==> src/dcw_params.svh <==
// Constants for the display-on and column-window command logic.
`ifndef DCW_PARAMS_SVH
`define DCW_PARAMS_SVH
`define DCW_CMD_DISPLAY_ON   8'h29
`define DCW_CMD_COLUMN_SET   8'h2A
`define DCW_CMD_MEM_WRITE    8'h2C
`define DCW_COL_START_RESET  16'h0000
`define DCW_COL_LAST_NORMAL  16'h00EF
`define DCW_COL_LAST_EXCH    16'h013F
`define DCW_PAGE_START_RESET 16'h0000
`define DCW_CLK_PERIOD_NS    4
`define DCW_WR_LOW_NS        16
`define DCW_WR_HIGH_NS       16
`define DCW_WR_LOW_CYC  (((`DCW_WR_LOW_NS) + (`DCW_CLK_PERIOD_NS) - 1) / (`DCW_CLK_PERIOD_NS))
`define DCW_WR_HIGH_CYC (((`DCW_WR_HIGH_NS) + (`DCW_CLK_PERIOD_NS) - 1) / (`DCW_CLK_PERIOD_NS))
`endif

==> src/dcw_pkg.sv <==
// Types shared by both ends of the command bus.
package dcw_pkg;
   typedef enum logic [1:0] {
      DCW_OP_DISPLAY_ON,
      DCW_OP_COLUMN_WINDOW,
      DCW_OP_MEM_WRITE,
      DCW_OP_MEM_DATA
   } dcw_op_e;

   typedef enum logic [1:0] {
      DCW_PS_IDLE,
      DCW_PS_COLUMN,
      DCW_PS_MEM_WRITE
   } dcw_parse_e;

   typedef enum logic [1:0] {
      DCW_HS_IDLE,
      DCW_HS_LOW,
      DCW_HS_HIGH
   } dcw_hstate_e;

   typedef logic [15:0] dcw_col_t;
   typedef logic [17:0] dcw_word_t;
endpackage

==> src/dcw_bus_if.sv <==
// Parallel strobed command bus between host and display driver.
`timescale 1ns/1ps
interface dcw_bus_if;
   logic        data_command_select;
   logic        write_strobe;
   logic        read_strobe;
   logic [17:0] data;

   modport host (
      output data_command_select,
      output write_strobe,
      output read_strobe,
      output data
   );

   modport device (
      input  data_command_select,
      input  write_strobe,
      input  read_strobe,
      input  data
   );
endinterface // dcw_bus_if

==> src/dcw_device.sv <==
// Driver end: command decode, display on flag, column window and write pointers.
`timescale 1ns/1ps
`include "dcw_params.svh"
module dcw_device (
   input  wire logic              mclk,
   input  wire logic              reset,
   dcw_bus_if.device              bus,
   input  wire logic              soft_reset,
   input  wire logic              exchange_bit,
   input  wire dcw_pkg::dcw_col_t start_page,
   input  wire dcw_pkg::dcw_word_t frame_pixel,
   output logic                   display_on,
   output dcw_pkg::dcw_word_t     panel_pixel,
   output dcw_pkg::dcw_col_t      start_column,
   output dcw_pkg::dcw_col_t      end_column,
   output logic                   mem_we,
   output dcw_pkg::dcw_col_t      mem_col,
   output dcw_pkg::dcw_col_t      mem_page,
   output dcw_pkg::dcw_word_t     mem_data
);
   import dcw_pkg::*;

   logic        dcx_s1_ff;
   logic        dcx_s2_ff;
   logic        wr_s1_ff;
   logic        wr_s2_ff;
   logic        wr_s3_ff;
   dcw_word_t   dat_s1_ff;
   dcw_word_t   dat_s2_ff;
   logic        wr_rise;
   logic        is_cmd;
   logic        is_param;
   logic [7:0]  byte_in;

   dcw_parse_e  parse_ff;
   logic [1:0]  pidx_ff;
   logic [7:0]  sc_hi_ff;
   logic [7:0]  sc_lo_ff;
   logic [7:0]  ec_hi_ff;
   logic        display_on_ff;
   dcw_col_t    start_column_ff;
   dcw_col_t    end_column_ff;
   dcw_col_t    col_ptr_ff;
   dcw_col_t    page_ptr_ff;
   logic        mem_we_ff;
   dcw_col_t    mem_col_ff;
   dcw_col_t    mem_page_ff;
   dcw_word_t   mem_data_ff;
   dcw_word_t   panel_pixel_ff;
   dcw_col_t    col_limit;
   logic        col_valid;

   // The strobe, select and data lines come from another chip, so select and data pass two flops and the strobe three.
   always_ff @(posedge mclk or posedge reset) begin
      if (reset) begin
         dcx_s1_ff <= 1'b1;
         dcx_s2_ff <= 1'b1;
         wr_s1_ff  <= 1'b1;
         wr_s2_ff  <= 1'b1;
         wr_s3_ff  <= 1'b1;
         dat_s1_ff <= 18'h0_0000;
         dat_s2_ff <= 18'h0_0000;
      end else begin
         dcx_s1_ff <= bus.data_command_select;
         dcx_s2_ff <= dcx_s1_ff;
         wr_s1_ff  <= bus.write_strobe;
         wr_s2_ff  <= wr_s1_ff;
         wr_s3_ff  <= wr_s2_ff;
         dat_s1_ff <= bus.data;
         dat_s2_ff <= dat_s1_ff;
      end
   end

   // Data and select are synchronised with the same latency as the strobe, so the host
   // must hold them stable across the whole low phase and the following high phase.
   assign wr_rise  = wr_s2_ff & ~wr_s3_ff;
   assign is_cmd   = wr_rise & ~dcx_s2_ff;
   assign is_param = wr_rise & dcx_s2_ff;
   assign byte_in  = dat_s2_ff[7:0];

   // The limit follows the live orientation, so flipping exchange_bit mid-frame moves the cut.
   assign col_limit = exchange_bit ? `DCW_COL_LAST_EXCH : `DCW_COL_LAST_NORMAL;
   assign col_valid = (col_ptr_ff <= col_limit);

   // Command parser; any command other than the two parameter-taking ones ends a sequence.
   always_ff @(posedge mclk or posedge reset) begin
      if (reset) begin
         parse_ff <= DCW_PS_IDLE;
         pidx_ff  <= 2'h0;
      end else if (soft_reset) begin
         parse_ff <= DCW_PS_IDLE;
         pidx_ff  <= 2'h0;
      end else if (is_cmd) begin
         pidx_ff <= 2'h0;
         case (byte_in)
            `DCW_CMD_COLUMN_SET: parse_ff <= DCW_PS_COLUMN;
            `DCW_CMD_MEM_WRITE:  parse_ff <= DCW_PS_MEM_WRITE;
            default:             parse_ff <= DCW_PS_IDLE;
         endcase
      end else if (is_param) begin
         case (parse_ff)
            DCW_PS_COLUMN: begin
               pidx_ff <= pidx_ff + 2'h1;
               if (pidx_ff == 2'h3) begin
                  parse_ff <= DCW_PS_IDLE;
               end
            end
            DCW_PS_MEM_WRITE: parse_ff <= DCW_PS_MEM_WRITE;
            default:          parse_ff <= DCW_PS_IDLE;
         endcase
      end
   end

   // Display on sets only this flag; a repeat is harmless because the flag is already set.
   always_ff @(posedge mclk or posedge reset) begin
      if (reset) begin
         display_on_ff <= 1'b0;
      end else if (soft_reset) begin
         display_on_ff <= 1'b0;
      end else if (is_cmd && byte_in == `DCW_CMD_DISPLAY_ON) begin
         display_on_ff <= 1'b1;
      end
   end

   // Blank page while off, frame memory contents while on.
   always_ff @(posedge mclk or posedge reset) begin
      if (reset) begin
         panel_pixel_ff <= 18'h0_0000;
      end else begin
         panel_pixel_ff <= display_on_ff ? frame_pixel : 18'h0_0000;
      end
   end

   // Bounds change only after the fourth byte, so a short sequence leaves the old window.
   always_ff @(posedge mclk or posedge reset) begin
      if (reset) begin
         sc_hi_ff        <= 8'h00;
         sc_lo_ff        <= 8'h00;
         ec_hi_ff        <= 8'h00;
         start_column_ff <= `DCW_COL_START_RESET;
         end_column_ff   <= `DCW_COL_LAST_NORMAL;
      end else if (soft_reset) begin
         start_column_ff <= `DCW_COL_START_RESET;
         end_column_ff   <= exchange_bit ? `DCW_COL_LAST_EXCH : `DCW_COL_LAST_NORMAL;
      end else if (is_param && parse_ff == DCW_PS_COLUMN) begin
         case (pidx_ff)
            2'h0: sc_hi_ff <= byte_in;
            2'h1: sc_lo_ff <= byte_in;
            2'h2: ec_hi_ff <= byte_in;
            default: begin
               start_column_ff <= {sc_hi_ff, sc_lo_ff};
               end_column_ff   <= {ec_hi_ff, byte_in};
            end
         endcase
      end
   end

   // Write pointers: reload on the memory write command, advance on every data word.
   always_ff @(posedge mclk or posedge reset) begin
      if (reset) begin
         col_ptr_ff  <= `DCW_COL_START_RESET;
         page_ptr_ff <= `DCW_PAGE_START_RESET;
      end else if (is_cmd && byte_in == `DCW_CMD_MEM_WRITE) begin
         col_ptr_ff  <= start_column_ff;
         page_ptr_ff <= start_page;
      end else if (is_param && parse_ff == DCW_PS_MEM_WRITE) begin
         // A word at the end column wraps to the start column of the next page.
         if (col_ptr_ff >= end_column_ff) begin
            col_ptr_ff  <= start_column_ff;
            page_ptr_ff <= page_ptr_ff + 16'h0001;
         end else begin
            col_ptr_ff <= col_ptr_ff + 16'h0001;
         end
      end
   end

   // Words that land beyond the last real column are dropped but still advance the pointer.
   always_ff @(posedge mclk or posedge reset) begin
      if (reset) begin
         mem_we_ff   <= 1'b0;
         mem_col_ff  <= 16'h0000;
         mem_page_ff <= 16'h0000;
         mem_data_ff <= 18'h0_0000;
      end else begin
         mem_we_ff <= is_param && parse_ff == DCW_PS_MEM_WRITE && col_valid;
         if (is_param && parse_ff == DCW_PS_MEM_WRITE) begin
            mem_col_ff  <= col_ptr_ff;
            mem_page_ff <= page_ptr_ff;
            mem_data_ff <= dat_s2_ff;
         end
      end
   end

   // Every output is a flop, so the panel and memory side see no decode glitches.
   assign display_on   = display_on_ff;
   assign panel_pixel  = panel_pixel_ff;
   assign start_column = start_column_ff;
   assign end_column   = end_column_ff;
   assign mem_we       = mem_we_ff;
   assign mem_col      = mem_col_ff;
   assign mem_page     = mem_page_ff;
   assign mem_data     = mem_data_ff;
endmodule // dcw_device

==> src/flat_wrapper.sv <==
// flat-port wrapper written by rule: the top's interface ports become plain ports
module dcw_device_flat import dcw_pkg::*;
  (mclk, reset, soft_reset, exchange_bit, start_page, frame_pixel, display_on, panel_pixel, start_column, end_column, mem_we, mem_col, mem_page, mem_data, bus_data_command_select, bus_write_strobe, bus_read_strobe, bus_data);
  dcw_bus_if bus_i ();
  input  wire logic mclk;
  input  wire logic reset;
  input  wire logic soft_reset;
  input  wire logic exchange_bit;
  input  wire dcw_pkg::dcw_col_t start_page;
  input  wire dcw_pkg::dcw_word_t frame_pixel;
  output logic display_on;
  output dcw_pkg::dcw_word_t panel_pixel;
  output dcw_pkg::dcw_col_t start_column;
  output dcw_pkg::dcw_col_t end_column;
  output logic mem_we;
  output dcw_pkg::dcw_col_t mem_col;
  output dcw_pkg::dcw_col_t mem_page;
  output dcw_pkg::dcw_word_t mem_data;
  input wire logic [$bits(bus_i.data_command_select)-1:0] bus_data_command_select;
  input wire logic [$bits(bus_i.write_strobe)-1:0] bus_write_strobe;
  input wire logic [$bits(bus_i.read_strobe)-1:0] bus_read_strobe;
  input wire logic [$bits(bus_i.data)-1:0] bus_data;
  assign bus_i.data_command_select = bus_data_command_select;
  assign bus_i.write_strobe = bus_write_strobe;
  assign bus_i.read_strobe = bus_read_strobe;
  assign bus_i.data = bus_data;
  dcw_device u_core (.mclk(mclk), .reset(reset), .bus(bus_i), .soft_reset(soft_reset), .exchange_bit(exchange_bit), .start_page(start_page), .frame_pixel(frame_pixel), .display_on(display_on), .panel_pixel(panel_pixel), .start_column(start_column), .end_column(end_column), .mem_we(mem_we), .mem_col(mem_col), .mem_page(mem_page), .mem_data(mem_data));
endmodule
==> config.mk <==
export PLATFORM = sky130hd
export DESIGN_NAME = dcw_device_flat
export DESIGN_NICKNAME = d
export VERILOG_FILES = /design/src/dcw_pkg.sv /design/src/dcw_bus_if.sv /design/src/dcw_device.sv /design/src/flat_wrapper.sv
export VERILOG_INCLUDE_DIRS = /design/src
export SDC_FILE = /design/constraint.sdc
export NUM_CORES = 1
export LEC_CHECK = 0
export ABC_AREA = 1
export BUFFER_PORTS_ARGS = -buffer_cell sky130_fd_sc_hd__buf_2
export CAP_MARGIN = 20
export CORE_UTILIZATION = 35
export CTS_BUF_LIST = sky130_fd_sc_hd__clkbuf_4 sky130_fd_sc_hd__clkbuf_8 sky130_fd_sc_hd__clkbuf_16
export CTS_CLUSTER_DIAMETER = 150
export DETAILED_ROUTE_END_ITERATION = 10
export PLACE_DENSITY = 0.55
export SYNTH_ARGS = -nofsm -noshare
export SYNTH_HDL_FRONTEND = slang
export SYNTH_SLANG_ARGS = --single-unit
==> constraint.sdc <==
create_clock -name mclk -period 16.4 [get_ports mclk]
set_input_delay 3.28 -clock mclk [delete_from_list [all_inputs] [get_ports mclk]]
set_output_delay 3.28 -clock mclk [all_outputs]
set_load 0.02 [all_outputs]
==> flow_summary.json <==
{
  "dieArea_sq_um": 25810,
  "ys.flop_type": "dfrtp_1",
  "drt_iter0_drc": 355,
  "rsz0062_at_grt": "no",
  "grt_max_degree": 134,
  "die_y_um": 160.7,
  "dr.pass1.iters": 5,
  "seq_power_share": 0.483,
  "gr-total-overflow": 0,
  "whs_ns": 0.3465,
  "postCtsSetupRepairBufs": 0,
  "drive_gt1_frac": 0.2177,
  "cap_violations": 0,
  "final_nets": 1207,
  "initial_core_util": 0.3591,
  "h-tree-depth": 1,
  "n_antenna_cell": 0,
  "place.detailed.hpwl_um": 15480,
  "synth-edff-count": 0,
  "drc": 0,
  "arrival_ns": 1.49,
  "ys_seq_elements": 203,
  "wirelength_um": 22470,
  "cts.path.max_buffers": 3,
  "p_switching_uw": 225.4,
  "crit_buf_inv": 1,
  "max-vdd-ir-drop_mv": 0.06807,
  "core_area_sq_um": 24530,
  "tightest_slew_ns": 0.9260,
  "skew_ns": 0.01269,
  "critical_path_class": "reg2out",
  "setup_tns_ns": 0,
  "top_layer": "met4",
  "netlist_area_sq_um": 8810,
  "dp_slack_ns": 11.22,
  "met2_wirelength_um": 10260,
  "pwr-share-clk": 0.485,
  "power_switching_share": 0.2130,
  "cp_max_fo": 20,
  "report.final.setup_viol": 0,
  "grt_util_all_layers": 0.1783,
  "cpMaxStageDelayCell": "dfrtp_1",
  "cts_tree": "built",
  "slew_viol_final": 0,
  "mostFrequentLayoutCells": "nand2_1, dfrtp_1, buf_2",
  "path_clk_slew_ns": 0.06,
  "power_frac_comb": 0.031,
  "internal_power_uw": 832.7,
  "fin_ws_ns": 11.63,
  "status": "complete, no violations",
  "grt_first_pass_wirelength_um": 36650,
  "clock-root-buffer": "clkbuf_16",
  "antenna_found_initial": 0,
  "slew_headroom": 0.3827,
  "port_buffers": 159,
  "synth_nets": 1055,
  "met1_length_um": 10710,
  "clkSinkCount": 203,
  "vias_per_cell": 4.695,
  "ys_seq_area_frac": 0.5783,
  "io_pins": 161,
  "synthCells": 970,
  "final_common_cell": "nand2_1",
  "hold_buffers": 0,
  "grt_pass1_vias": 6624,
  "numCtsBuffers": 23,
  "cp_top_family": "flip-flops",
  "start_kind": "register",
  "path_cells": "buf_2",
  "critical-path-max-stage-delay_ns": 0.71,
  "hold_path_class": "reg2reg",
  "cts_resized": 0,
  "vias": 6869,
  "cellPowerDensity_nw_per_um2": 99.52,
  "layout_min_cycle_time_ns": 4.770,
  "power_leakage_uw": 0.005965,
  "period_share": 0.2909,
  "hold_violations": 0,
  "route.met3.wl_um": 1206,
  "synth-async-reset-ratio": 1.000,
  "ant_nets": 0,
  "yosys_warnings": 0,
  "num_rows": 57,
  "avgSynthCellArea_sq_um": 9.082,
  "yosysUniqueCellTypes": 43,
  "clk_latency_ns": 0.51,
  "syn2layout_area_growth_pct": 20.69,
  "gp_congestion": 0.8064,
  "worstPathRequired_ns": 13.12,
  "dieWidth_um": 160.7,
  "drt-wirelength-per-cell_um": 15.36,
  "endpoint_kind": "primary output",
  "timing.fmax_mhz": 209.6
}
cell type report:
class | instances | area, sq um
clock buffer | 38 | 719.4
clock inverter | 4 | 48.80
fill | 2511 | 13900
inverter | 94 | 360.3
multi-input combinational | 639 | 3193
sequential | 203 | 5095
tap | 324 | 405.4
timing repair buffer | 161 | 810.8
flip-flops by register name (all words and copies together) (netlist names), 16 cells and up:
register	flops
u_core.panel_pixel	18
u_core.start_column	16
u_core.dat_s1_ff	18
u_core.page_ptr_ff	16
u_core.mem_page	16
u_core.end_column	16
u_core.mem_col	16
u_core.dat_s2_ff	18
u_core.col_ptr_ff	16
u_core.mem_data	18
worst paths after layout:
kind | to | cells after the start | startpoint | slack [ns]
max | display_on | 1 | u_core.display_on$_DFFE_PP0P_ | 11.63
min | u_core.dat_s2_ff[17]$_DFF_PP0_ | 0 | u_core.dat_s1_ff[17]$_DFF_PP0_ | 0.35
max reg2reg | u_core.page_ptr_ff[4]$_DFFE_PP0P_ | 13 | u_core.end_column[1]$_DFFE_PP1P_ | 13.66
min reg2reg | u_core.dat_s2_ff[17]$_DFF_PP0_ | 0 | u_core.dat_s1_ff[17]$_DFF_PP0_ | 0.35
max in group asynchronous | u_core.sc_hi_ff[1]$_DFFE_PP0P_ | 3 | reset | 11.88
min in group asynchronous | u_core.panel_pixel[15]$_DFF_PP0_ | 2 | reset | 2.97
cell families (layout without fill, tap and decap cells):
| group | Yosys count | in the layout | synth area share |
|---|---|---|---|
| AOI/OAI and AO/OA | 113 | 113 | 0.07045 |
| xor gates and xnor gates | 11 | 11 | 0.01094 |
| adders and majority gates | 26 | 26 | 0.03693 |
| buffers and inverters | 128 | 297 | 0.05922 |
| DFF | 203 | 203 | 0.5783 |
| muxes | 3 | 3 | 0.003409 |
| and+or+nand+nor | 486 | 486 | 0.2407 |
metrics by stage:
step | power, uW | util | cell area [sq um] | std cells
3_3_place_gp | 554.4 | 0.4021 | 9864 | 1421
3_5_place_dp | 554.8 | 0.4021 | 9864 | 1421
5_1_grt | 1101 | 0.4334 | 10630 | 1463
4_1_cts | 1075 | 0.4334 | 10630 | 1463
6_report | 1058 | 0.4334 | 10630 | 1463
2_1_floorplan | 538.2 | - | 8810 | 970
layer usage:
metal,track usage,vias up
met3,0.03202,23
met5,0,-
met1,0.2580,3260
met2,0.2824,168
li1,-,3418
met4,0.02900,0
power groups by stage:
stage	clock (uW)	combinational (uW)	sequential, uW
floorplan	0	16.4	522
global placement	0	34.0	520
detailed placement	0	34.3	521
finish	514	33.0	512
global route	551	37.9	512
CTS	529	34.3	512
synth_stat cells, types with 5 or more instances:
library cell  count  share of area
buf_2            18          0.010
nand3_1          68          0.039
ha_1             26          0.037
nand2_1         326           0.14
o21ai_0          72          0.041
inv_1            85          0.036
nor2_2            5         0.0036
nand3b_1          5         0.0043
xor2_1            9         0.0089
o21ai_1          10         0.0057
inv_2             9         0.0038
nor2_1           35          0.015
nand4_1          21          0.015
clkbuf_1         12         0.0051
nor2_4            5         0.0064
dfrtp_1         191           0.54
a21oi_1          12         0.0068
dfstp_2          12          0.036
nor3_1            6         0.0034
Power figures use the tool's default switching activity.
